<file path="src/shared/rx_port_cfg_map.svh">
// offsets, fields, reset values and timing counts of the port setup bank
`ifndef RX_PORT_CFG_MAP_SVH
`define RX_PORT_CFG_MAP_SVH
`define OFS_RX_INPUT_EN     8'h0C
`define OFS_STREAM_FWD      8'h20
`define OFS_PAGE_SEL        8'h4C
`define OFS_PORT_SETUP      8'h6D
`define OFS_ALIAS0          8'hF8
`define OFS_ALIAS3          8'hFB
`define RST_RX_INPUT_EN     4'hF
`define RST_STREAM_FWD      4'h0
`define RST_ALIAS           8'h00
`define LOCAL_PATH          3'h4
`define PAGE_WMASK_LSB      0
`define PAGE_RSEL_LSB       4
`define SETUP_FMT_LSB       0
`define SETUP_NONSYNC_BIT   2
`define ALIAS_ADDR_LSB      1
`define CORE_CLK_KHZ        25000
`define REF_GAP_NS          20000
`define REF_GAP_CYC         ((`REF_GAP_NS * `CORE_CLK_KHZ) / 1000000)
`define STRAP_WAIT_CYC      2'h3
`endif

</file>
<file path="src/shared/rx_port_cfg_pkg.sv">
// types of the port setup bank
package rx_port_cfg_pkg;
  typedef enum logic [1:0] {
    FMT_CSI2     = 2'b00,
    FMT_RAW12_LO = 2'b01,
    FMT_RAW12_HI = 2'b10,
    FMT_RAW10    = 2'b11
  } link_input_format_e;
  typedef enum logic [1:0] {
    WCLK_REF = 2'b00,
    WCLK_SER = 2'b01,
    WCLK_PIX = 2'b10
  } wclk_src_e;
endpackage : rx_port_cfg_pkg

</file>
<file path="src/core/rx_port_cfg.sv">
// port mode, enable, paging, alias and forwarding register bank
// Notes on behaviour
// - strap level 0/4 csi-2, 1/5 raw12 low, 2/6 raw12 high, 3/7 raw10.
// - setup bits 1:0 show the strapped format and a write overrides it.
// - a reference with no transition for over 20 us is flagged lost.
// - until a reference is seen the 25 MHz backup oscillator is used.
// - the input enable register holds one enable bit per receive port.
// - remote master writes to the input enables are ignored.
// - page select picks the port whose registers a paged access reaches.
// - each remote path's page select resets to its own port; the local path's resets to port 0.
// - four 7-bit alias addresses each reach one port without paging.
// - an alias address reaches every shared register like the main one.
// - forwarding is off after reset; a port starts when its bit is set.
// - word clock is 4x ref, 2x ser, pix/2, 2/3 pix or pix by format.
// - each port is set to csi-2 or raw on its own, driving its receiver.
`timescale 1ns/1ps
`default_nettype none
`include "rx_port_cfg_map.svh"
module rx_port_cfg
  import rx_port_cfg_pkg::*;
#(
  parameter logic [6:0] DEV_ADDR = 7'h30
) (
  // clock and reset
  input  wire logic        core_clk,
  input  wire logic        sys_rst,
  // pins
  input  wire logic [2:0]  mode_strap,
  input  wire logic        reference_clock_in,
  // register access from the i2c target
  input  wire logic        acc_valid,
  input  wire logic        acc_write,
  input  wire logic        acc_local,
  input  wire logic [1:0]  acc_port,
  input  wire logic [6:0]  acc_i2c_addr,
  input  wire logic [7:0]  acc_reg,
  input  wire logic [7:0]  acc_wdata,
  output logic             acc_ack,
  output logic             acc_nak,
  output logic [7:0]       acc_rdata,
  // per-port controls
  output logic [3:0]       rx_input_en,
  output logic [3:0]       fwd_en,
  output logic [3:0]       port_raw_mode,
  output logic [7:0]       link_input_format,
  output logic [7:0]       wclk_src,
  output logic [11:0]      wclk_mul,
  output logic [7:0]       wclk_div,
  // clock status
  output logic             reference_clock_in_lost,
  output logic             use_ref_clk
);

  if (DEV_ADDR == 7'h00) begin : g_bad_addr
    $error("DEV_ADDR must be nonzero");
  end

  localparam logic [9:0] GAP_CYC = 10'(`REF_GAP_CYC);
  logic [2:0] strap_s1;
  logic [2:0] strap_s2;
  logic [1:0] strap_cnt;
  logic       ref_s1, ref_s2, ref_s3, ref_edge;
  logic [9:0] gap_cnt;
  logic [1:0] fmt       [4];
  logic       nonsync   [4];
  logic [7:0] alias_reg [4];
  logic [3:0] pg_wmask  [5];
  logic [1:0] pg_rsel   [5];
  logic       main_hit, alias_hit, hit, wr;
  logic [1:0] alias_port;
  logic [2:0] path;
  logic [3:0] tgt_mask;
  logic [1:0] tgt_rsel;
  logic [7:0] next_rdata;

  // pin synchronisers
  always_ff @(posedge core_clk) begin
    if (sys_rst) begin
      strap_s1 <= 3'h0;
      strap_s2 <= 3'h0;
      ref_s1   <= 1'b0;
      ref_s2   <= 1'b0;
      ref_s3   <= 1'b0;
    end else begin
      strap_s1 <= mode_strap;
      strap_s2 <= strap_s1;
      ref_s1   <= reference_clock_in;
      ref_s2   <= ref_s1;
      ref_s3   <= ref_s2;
    end
  end

  assign ref_edge = ref_s2 ^ ref_s3;

  // reference clock gap monitor
  always_ff @(posedge core_clk) begin
    if (sys_rst) begin
      gap_cnt     <= GAP_CYC;
      reference_clock_in_lost <= 1'b1;
      use_ref_clk <= 1'b0;
    end else begin
      if (ref_edge) begin
        gap_cnt <= 10'h000;
      end else if (gap_cnt != GAP_CYC) begin
        gap_cnt <= gap_cnt + 10'h001;
      end
      reference_clock_in_lost <= !ref_edge && (gap_cnt == GAP_CYC);
      if (ref_edge) begin
        use_ref_clk <= 1'b1;
      end else if (gap_cnt == GAP_CYC) begin
        use_ref_clk <= 1'b0;
      end
    end
  end

  // strap capture after reset release
  always_ff @(posedge core_clk) begin
    if (sys_rst) begin
      strap_cnt <= `STRAP_WAIT_CYC;
    end else if (strap_cnt != 2'h0) begin
      strap_cnt <= strap_cnt - 2'h1;
    end
  end

  // address decode
  always_comb begin
    alias_hit  = 1'b0;
    alias_port = 2'h0;
    for (int i = 3; i >= 0; i--) begin
      if (alias_reg[i][7:`ALIAS_ADDR_LSB] == acc_i2c_addr &&
          alias_reg[i][7:`ALIAS_ADDR_LSB] != 7'h00) begin
        alias_hit  = 1'b1;
        alias_port = 2'(i);
      end
    end
    main_hit = (acc_i2c_addr == DEV_ADDR);
    hit      = main_hit || alias_hit;
    path     = acc_local ? `LOCAL_PATH : {1'b0, acc_port};
    if (alias_hit && !main_hit) begin
      tgt_mask = 4'h1 << alias_port;
      tgt_rsel = alias_port;
    end else begin
      tgt_mask = pg_wmask[path];
      tgt_rsel = pg_rsel[path];
    end
    wr = acc_valid && acc_write && hit;
  end

  // read mux
  always_comb begin
    next_rdata = 8'h00;
    unique case (acc_reg)
      `OFS_RX_INPUT_EN: next_rdata = {4'h0, rx_input_en};
      `OFS_STREAM_FWD:  next_rdata = {4'h0, fwd_en};
      `OFS_PAGE_SEL:    next_rdata = {2'h0, pg_rsel[path], pg_wmask[path]};
      `OFS_PORT_SETUP:  next_rdata = {5'h00, nonsync[tgt_rsel],
                                      fmt[tgt_rsel]};
      default:
        if (acc_reg >= `OFS_ALIAS0 && acc_reg <= `OFS_ALIAS3)
          next_rdata = alias_reg[2'(acc_reg - `OFS_ALIAS0)];
    endcase
  end

  // access answer
  always_ff @(posedge core_clk) begin
    if (sys_rst) begin
      acc_ack   <= 1'b0;
      acc_nak   <= 1'b0;
      acc_rdata <= 8'h00;
    end else begin
      acc_ack   <= acc_valid && hit;
      acc_nak   <= acc_valid && !hit;
      acc_rdata <= (acc_valid && hit && !acc_write) ? next_rdata : 8'h00;
    end
  end

  // shared registers
  always_ff @(posedge core_clk) begin
    if (sys_rst) begin
      rx_input_en <= `RST_RX_INPUT_EN;
      fwd_en      <= `RST_STREAM_FWD;
    end else if (wr) begin
      if (acc_reg == `OFS_RX_INPUT_EN && acc_local) begin
        rx_input_en <= acc_wdata[3:0];
      end
      if (acc_reg == `OFS_STREAM_FWD) begin
        fwd_en <= acc_wdata[3:0];
      end
    end
  end

  // page select per access path
  genvar p;
  generate
    for (p = 0; p < 5; p++) begin : g_page
      always_ff @(posedge core_clk) begin
        if (sys_rst) begin
          pg_wmask[p] <= (p == 4) ? 4'h1 : 4'(1 << p);
          pg_rsel[p]  <= (p == 4) ? 2'h0 : 2'(p);
        end else if (wr && acc_reg == `OFS_PAGE_SEL && path == 3'(p)) begin
          pg_wmask[p] <= acc_wdata[`PAGE_RSEL_LSB-1:`PAGE_WMASK_LSB];
          pg_rsel[p]  <= acc_wdata[`PAGE_RSEL_LSB+1:`PAGE_RSEL_LSB];
        end
      end
    end
  endgenerate

  // per-port setup, alias and word clock derivation
  generate
    for (p = 0; p < 4; p++) begin : g_port
      always_ff @(posedge core_clk) begin
        if (sys_rst) begin
          fmt[p]     <= FMT_CSI2;
          nonsync[p] <= 1'b0;
        end else if (wr && acc_reg == `OFS_PORT_SETUP && tgt_mask[p]) begin
          fmt[p]     <= acc_wdata[`SETUP_FMT_LSB+1:`SETUP_FMT_LSB];
          nonsync[p] <= acc_wdata[`SETUP_NONSYNC_BIT];
        end else if (strap_cnt == 2'h1) begin
          fmt[p] <= strap_s2[1:0];
        end
      end
      always_ff @(posedge core_clk) begin
        if (sys_rst) begin
          alias_reg[p] <= `RST_ALIAS;
        end else if (wr && acc_reg == `OFS_ALIAS0 + 8'(p)) begin
          alias_reg[p] <= acc_wdata;
        end
      end
      always_ff @(posedge core_clk) begin
        if (sys_rst) begin
          link_input_format[2*p+:2] <= FMT_CSI2;
          port_raw_mode[p]          <= 1'b0;
          wclk_src[2*p+:2]          <= WCLK_REF;
          wclk_mul[3*p+:3]          <= 3'h4;
          wclk_div[2*p+:2]          <= 2'h1;
        end else begin
          link_input_format[2*p+:2] <= fmt[p];
          port_raw_mode[p]          <= (fmt[p] != FMT_CSI2);
          unique case (fmt[p])
            FMT_CSI2: begin
              wclk_src[2*p+:2] <= nonsync[p] ? WCLK_SER : WCLK_REF;
              wclk_mul[3*p+:3] <= nonsync[p] ? 3'h2 : 3'h4;
              wclk_div[2*p+:2] <= 2'h1;
            end
            FMT_RAW10: begin
              wclk_src[2*p+:2] <= WCLK_PIX;
              wclk_mul[3*p+:3] <= 3'h1;
              wclk_div[2*p+:2] <= 2'h2;
            end
            FMT_RAW12_HI: begin
              wclk_src[2*p+:2] <= WCLK_PIX;
              wclk_mul[3*p+:3] <= 3'h2;
              wclk_div[2*p+:2] <= 2'h3;
            end
            FMT_RAW12_LO: begin
              wclk_src[2*p+:2] <= WCLK_PIX;
              wclk_mul[3*p+:3] <= 3'h1;
              wclk_div[2*p+:2] <= 2'h1;
            end
          endcase
        end
      end
    end
  endgenerate
endmodule : rx_port_cfg
`default_nettype wire

</file>
<file path="config.mk">
export PLATFORM = sky130hd
export DESIGN_NAME = rx_port_cfg
export DESIGN_NICKNAME = d
export VERILOG_FILES = /design/src/shared/rx_port_cfg_pkg.sv /design/src/core/rx_port_cfg.sv
export VERILOG_INCLUDE_DIRS = /design/src /design/src/shared
export SDC_FILE = /design/constraint.sdc
export NUM_CORES = 1
export LEC_CHECK = 0
export ABC_AREA = 1
export BUFFER_PORTS_ARGS = -buffer_cell sky130_fd_sc_hd__buf_2
export CAP_MARGIN = 15
export CORE_ASPECT_RATIO = 0.7
export CORE_MARGIN = 5
export CORE_UTILIZATION = 49
export CTS_BUF_LIST = sky130_fd_sc_hd__clkbuf_8
export DETAILED_ROUTE_END_ITERATION = 7
export PLACE_DENSITY = 0.8
export SLEW_MARGIN = 10
export SYNTH_ARGS = -nofsm -noshare
export SYNTH_HDL_FRONTEND = slang
export SYNTH_SLANG_ARGS = --single-unit
</file>
<file path="constraint.sdc">
create_clock -name core_clk -period 3.8 [get_ports core_clk]
set_clock_uncertainty 0.2 [all_clocks]
set_input_delay 0.76 -clock core_clk [delete_from_list [all_inputs] [get_ports core_clk]]
set_output_delay 0.76 -clock core_clk [all_outputs]
set_load 0.01 [all_outputs]
</file>
* Word level (Yosys, flattened, before mapping)
Memories as Yosys holds them, arrays and structs flattened. Index checks and enable logic that the tools add are counted.
Storage, ports and cells: bits in registers 79, RAM bits 74, input port bits 34, output and inout port bits 60, memories 5
Memories:
- alias_reg | depth 4, bits a word 8, rd ports 5, clocked after Yosys merged registers in 0, write ports 4, line rx_port_cfg.sv:66 | logic [7:0] alias_reg [4];
- pg_wmask | depth 5, bits a word 4, rd ports 1, clocked after Yosys merged registers in 0, write ports 5, line rx_port_cfg.sv:67 | logic [3:0] pg_wmask [5];
- pg_rsel | depth 5, bits a word 2, rd ports 1, clocked after Yosys merged registers in 0, write ports 5, line rx_port_cfg.sv:68 | logic [1:0] pg_rsel [5];
- fmt | depth 4, bits a word 2, rd ports 5, clocked after Yosys merged registers in 0, write ports 4, line rx_port_cfg.sv:64 | logic [1:0] fmt [4];
- nonsync | depth 4, bits a word 1, rd ports 5, clocked after Yosys merged registers in 0, write ports 4, line rx_port_cfg.sv:65 | logic nonsync [4];
Operators by class: add/subtract/negate cells 3, magnitude comparators 2, eq/ne operators 32, shift operators 1, mux-type cells 117, bitwise logic cells 28, reduce and logical (&&, ||, !) cells 65
Operators with widths (number):
- 1-bit 2-to-1 mux | 68
- 8-bit 2-to-1 mux | 5
- 2-bit 2-to-1 mux | 18
- 3-bit one-hot mux with 3 select lines | 4
- 8-bit equality test (second input constant) | 4
- 8-bit one-hot mux with 4 select lines | 1
- 7-bit equality test | 4
- 1-bit logical AND | 28
- 7-bit nonzero test | 4
- 1-bit bitwise OR | 26
- 4-bit 2-to-1 mux | 6
- 2-bit one-hot mux with 3 select lines | 4
- 2-bit OR reduction | 10
- 9-bit 2-to-1 mux | 2
- 2-bit equality test (second input constant) | 8
- 8-bit by 7-bit equality test with 1-bit output (second input constant) | 2
- 2-bit one-hot mux with 2 select lines | 4
- 3-bit 2-to-1 mux | 5
- 2-bit nonzero test | 7
- 3-bit OR reduction | 4
- 10-bit by 1-bit adder with 10-bit output (second input constant) | 1
- 10-bit by 9-bit equality test with 1-bit output (second input constant) | 1
- 2-bit by 1-bit equality test with 1-bit output (second input constant) | 5
- 10-bit by 9-bit != test with 1-bit output (second input constant) | 1
- 17 further kinds | 26

* Longest topological paths before layout
An unclocked memory read counts as a cell.
depth in word-level cells 16, gate-level depth with buffers 20, depth with buffers taken out 20

* Least setup slack after synthesis
Ideal clock, no wire load.
kind input port to flip-flop, start input port acc_i2c_addr[3], end memory alias_reg[1][0] (enable), library setup time 0.384 ns, arrival time 2.477 ns, data required time 3.216 ns, slack 0.739 ns, stages on the path 12, path buffers 1, cell sequence buf_2 > xnor2_1 > nand2_1 > nor2_2 > nand3_2 > nand2_4 > nor2_4 > nand2_4 > nand3_4 > nor2_2 > inv_1 > o21ai_0
RTL lines:
- start: declaration | line rx_port_cfg.sv:35 | input wire logic [6:0] acc_i2c_addr,
- end: declaration | line rx_port_cfg.sv:66

==> impl_metrics.json <==
{
  "post-cts-setup-buffers": 0,
  "synth_warnings": 0,
  "leakagePower_uw": 0.00349,
  "place_area_um2": 7380,
  "yosys.area.top_type": "edfxtp_1",
  "arrival_ns": 2.90,
  "slew_headroom_pct": 52.2,
  "tightestPinTransition_ns": 0.714,
  "cp-start-kind": "input pin",
  "die_width_um": 150,
  "pre_cts_ws_ns": 0.578,
  "htreeDepth": 4,
  "syn_nets": 838,
  "power_density_nw_per_um2": 434,
  "grt_setup_unrepaired": "false",
  "finalMaxSlewViolations": 0,
  "core_area_um2": 13300,
  "firstDrtPassIters": 5,
  "clock_path_buffers": 2,
  "syn_inst": 800,
  "drv_cap": 0,
  "ant_nets": 0,
  "fin_crit_sh_pct": 77.0,
  "cp.required_ns": 3.77,
  "critPathKind": "in2reg",
  "vias_per_cell": 5.28,
  "timing.final.ws_setup_ns": 0.872,
  "fin_crit_ns": 2.93,
  "fin_nets": 937,
  "routedWlPerCell_um": 15.5,
  "cts_buffers": 17,
  "synthArstFlopShare_pct": 0,
  "synth_edf_count": 74,
  "ys_ff_latch": 149,
  "irDropWorstVdd_uv": 232,
  "setup_tns_ns": 0,
  "instances_no_fill": 1097,
  "final_area_um2": 7770,
  "antenna_found_initial": 0,
  "synth_top_cell_area_share_pct": 33.0,
  "setup_viol": 0,
  "place_hpwl_mm": 12.6,
  "dominantRegCellSynth": "dfxtp_1",
  "clk_latency_ns": 0.44,
  "syn2layout_area_growth_pct": 15.6,
  "place.gp.congestion": 0.960,
  "fin_util_pct": 58.4,
  "cp_max_fo": 15,
  "tritoncts": "done",
  "grt_max_degree": 48,
  "hold_class": "reg2reg",
  "io_pins": 94,
  "fmax_mhz": 342,
  "overflow": 0,
  "num_vias": 5797,
  "port_buffers": 92,
  "ys_top_cells_by_count": "156 x nand2_1, 140 x nor2_1, 99 x inv_1",
  "ys_types": 41,
  "cts-resized-gates": 0,
  "final_hold_viol_count": 0,
  "antenna_cells": 0,
  "syn_avg_cell_area_um2": 8.41,
  "synth_most_common_cell": "nand2_1",
  "largest_reg_flops": 32,
  "grt_pass1_wl_mm": 27.2,
  "hold_buffers": 0,
  "yosysSeqAreaShare_pct": 55.4,
  "start_util_pct": 50.5,
  "routed_wl_mm": 17.0,
  "drive_gt1_share_pct": 18.5,
  "grt_pass1_vias": 5449,
  "clk_pin_slew_ns": 0.09,
  "cts.sinks": 149,
  "root_buffer": "clkbuf_8",
  "die_height_um": 108,
  "worst_setup_path_end_kind": "register",
  "drtIter0Drc": 683,
  "syn_area_um2": 6730,
  "outcome": "finished clean",
  "grt_usage_pct": 21.4,
  "dieArea_um2": 16200,
  "num_rows": 35,
  "synthTopCellsByArea": "edfxtp_1 33%, dfxtp_1 22%, nand2_1 8.7%",
  "place_inst": 1065,
  "drc": 0
}
kinds of logic (layout without fill, tap and decap cells):
group	count (synthesis)	in the layout	share of synthesized area, %
compound gates	99	99	8.65
buf+inv	137	249	7.91
xor+xnor	15	15	1.95
simple gates	396	396	25.4
flops	149	149	55.4
fa+ha+maj	4	4	0.744
per-layer routing:
layer,part of all wire [%],vias to the layer above,wire length [um],track usage (%)
li1,-,2809,-,-
met1,42,2605,7100,30.0
met2,44,339,7380,31.4
met3,12,44,2040,6.58
met4,2.6,0,435,7.90
met5,0,-,0,0
per-stage QoR:
stage	hold WS, ns	total power [uW]
floorplan	0.188	2090
global route	0.229	3530
finish	0.203	3380
detailed placement	0.194	2230
global placement	0.192	2210
CTS	0.207	3380
final cells by class:
cell class	instances	area (um2)
Clock buffer	17	234
Clock inverter	15	155
Fill cell	1176	5540
Inverter	118	444
Multi-Input combinational cell	514	2470
Sequential cell	149	3720
Tap cell	185	231
Timing Repair Buffer	99	513
critical path, cell delays in order:
cell,delay [ns]
buf_2,0.28
inv_2,0.14
nand3_1,0.28
or2_2,0.16
o21ai_0,0.07
o41ai_1,0.57
o21ai_0,0.16
nor2_1,0.19
nor2_1,0.11
nand3_1,0.10
o21ai_0,0.08
final timing paths:
| check | cells past startpoint | slack (ns) | from | to |
|---|---|---|---|---|
| max | 11 | 0.87 | acc_local | fmt[3][1] |
| min | 2 | 0.20 | ref_s1 | ref_s2 |
| max reg2reg | 11 | 1.08 | alias_reg[2][2] | alias_reg[3][1] |
| min reg2reg | 2 | 0.20 | ref_s1 | ref_s2 |
where the power goes:
group	leakage [uW]	total (uW)	internal, uW	switching, uW
combinational	0.00194	382	127	255
sequential	0.00135	1820	1760	50.9
clock	0.000197	1180	494	685
placed cells by master, fill, tap and decap left out, types with 2 or more instances in the layout:
master | Yosys | routed
o2111ai_1 | 2 | 2
edfxtp_1 | 74 | 74
inv_8 | 0 | 5
a22oi_1 | 3 | 3
xor2_1 | 6 | 6
nand4_1 | 7 | 7
inv_6 | 0 | 4
a311oi_1 | 2 | 2
nand2_4 | 2 | 2
a221oi_1 | 2 | 2
o22ai_1 | 10 | 10
dfxtp_1 | 75 | 75
nand2_1 | 156 | 156
xnor2_1 | 9 | 9
nor2_1 | 140 | 140
o21ai_0 | 34 | 34
o21ai_1 | 6 | 6
clkinv_1 | 3 | 3
a211oi_1 | 5 | 5
a21oi_1 | 23 | 23
nand3_1 | 59 | 59
clkinv_8 | 0 | 2
nor3_1 | 5 | 5
o31ai_1 | 3 | 3
clkbuf_8 | 0 | 17
buf_2 | 1 | 92
nand2_2 | 2 | 2
nor2_4 | 3 | 3
clkinv_4 | 0 | 2
or2_2 | 3 | 3
inv_2 | 15 | 15
nor4_1 | 6 | 6
ha_1 | 4 | 4
nand3_2 | 2 | 2
nor2_2 | 7 | 7
inv_1 | 99 | 99
o211ai_1 | 7 | 7
buf_4 | 4 | 7
(Power assumes the default switching activity.)
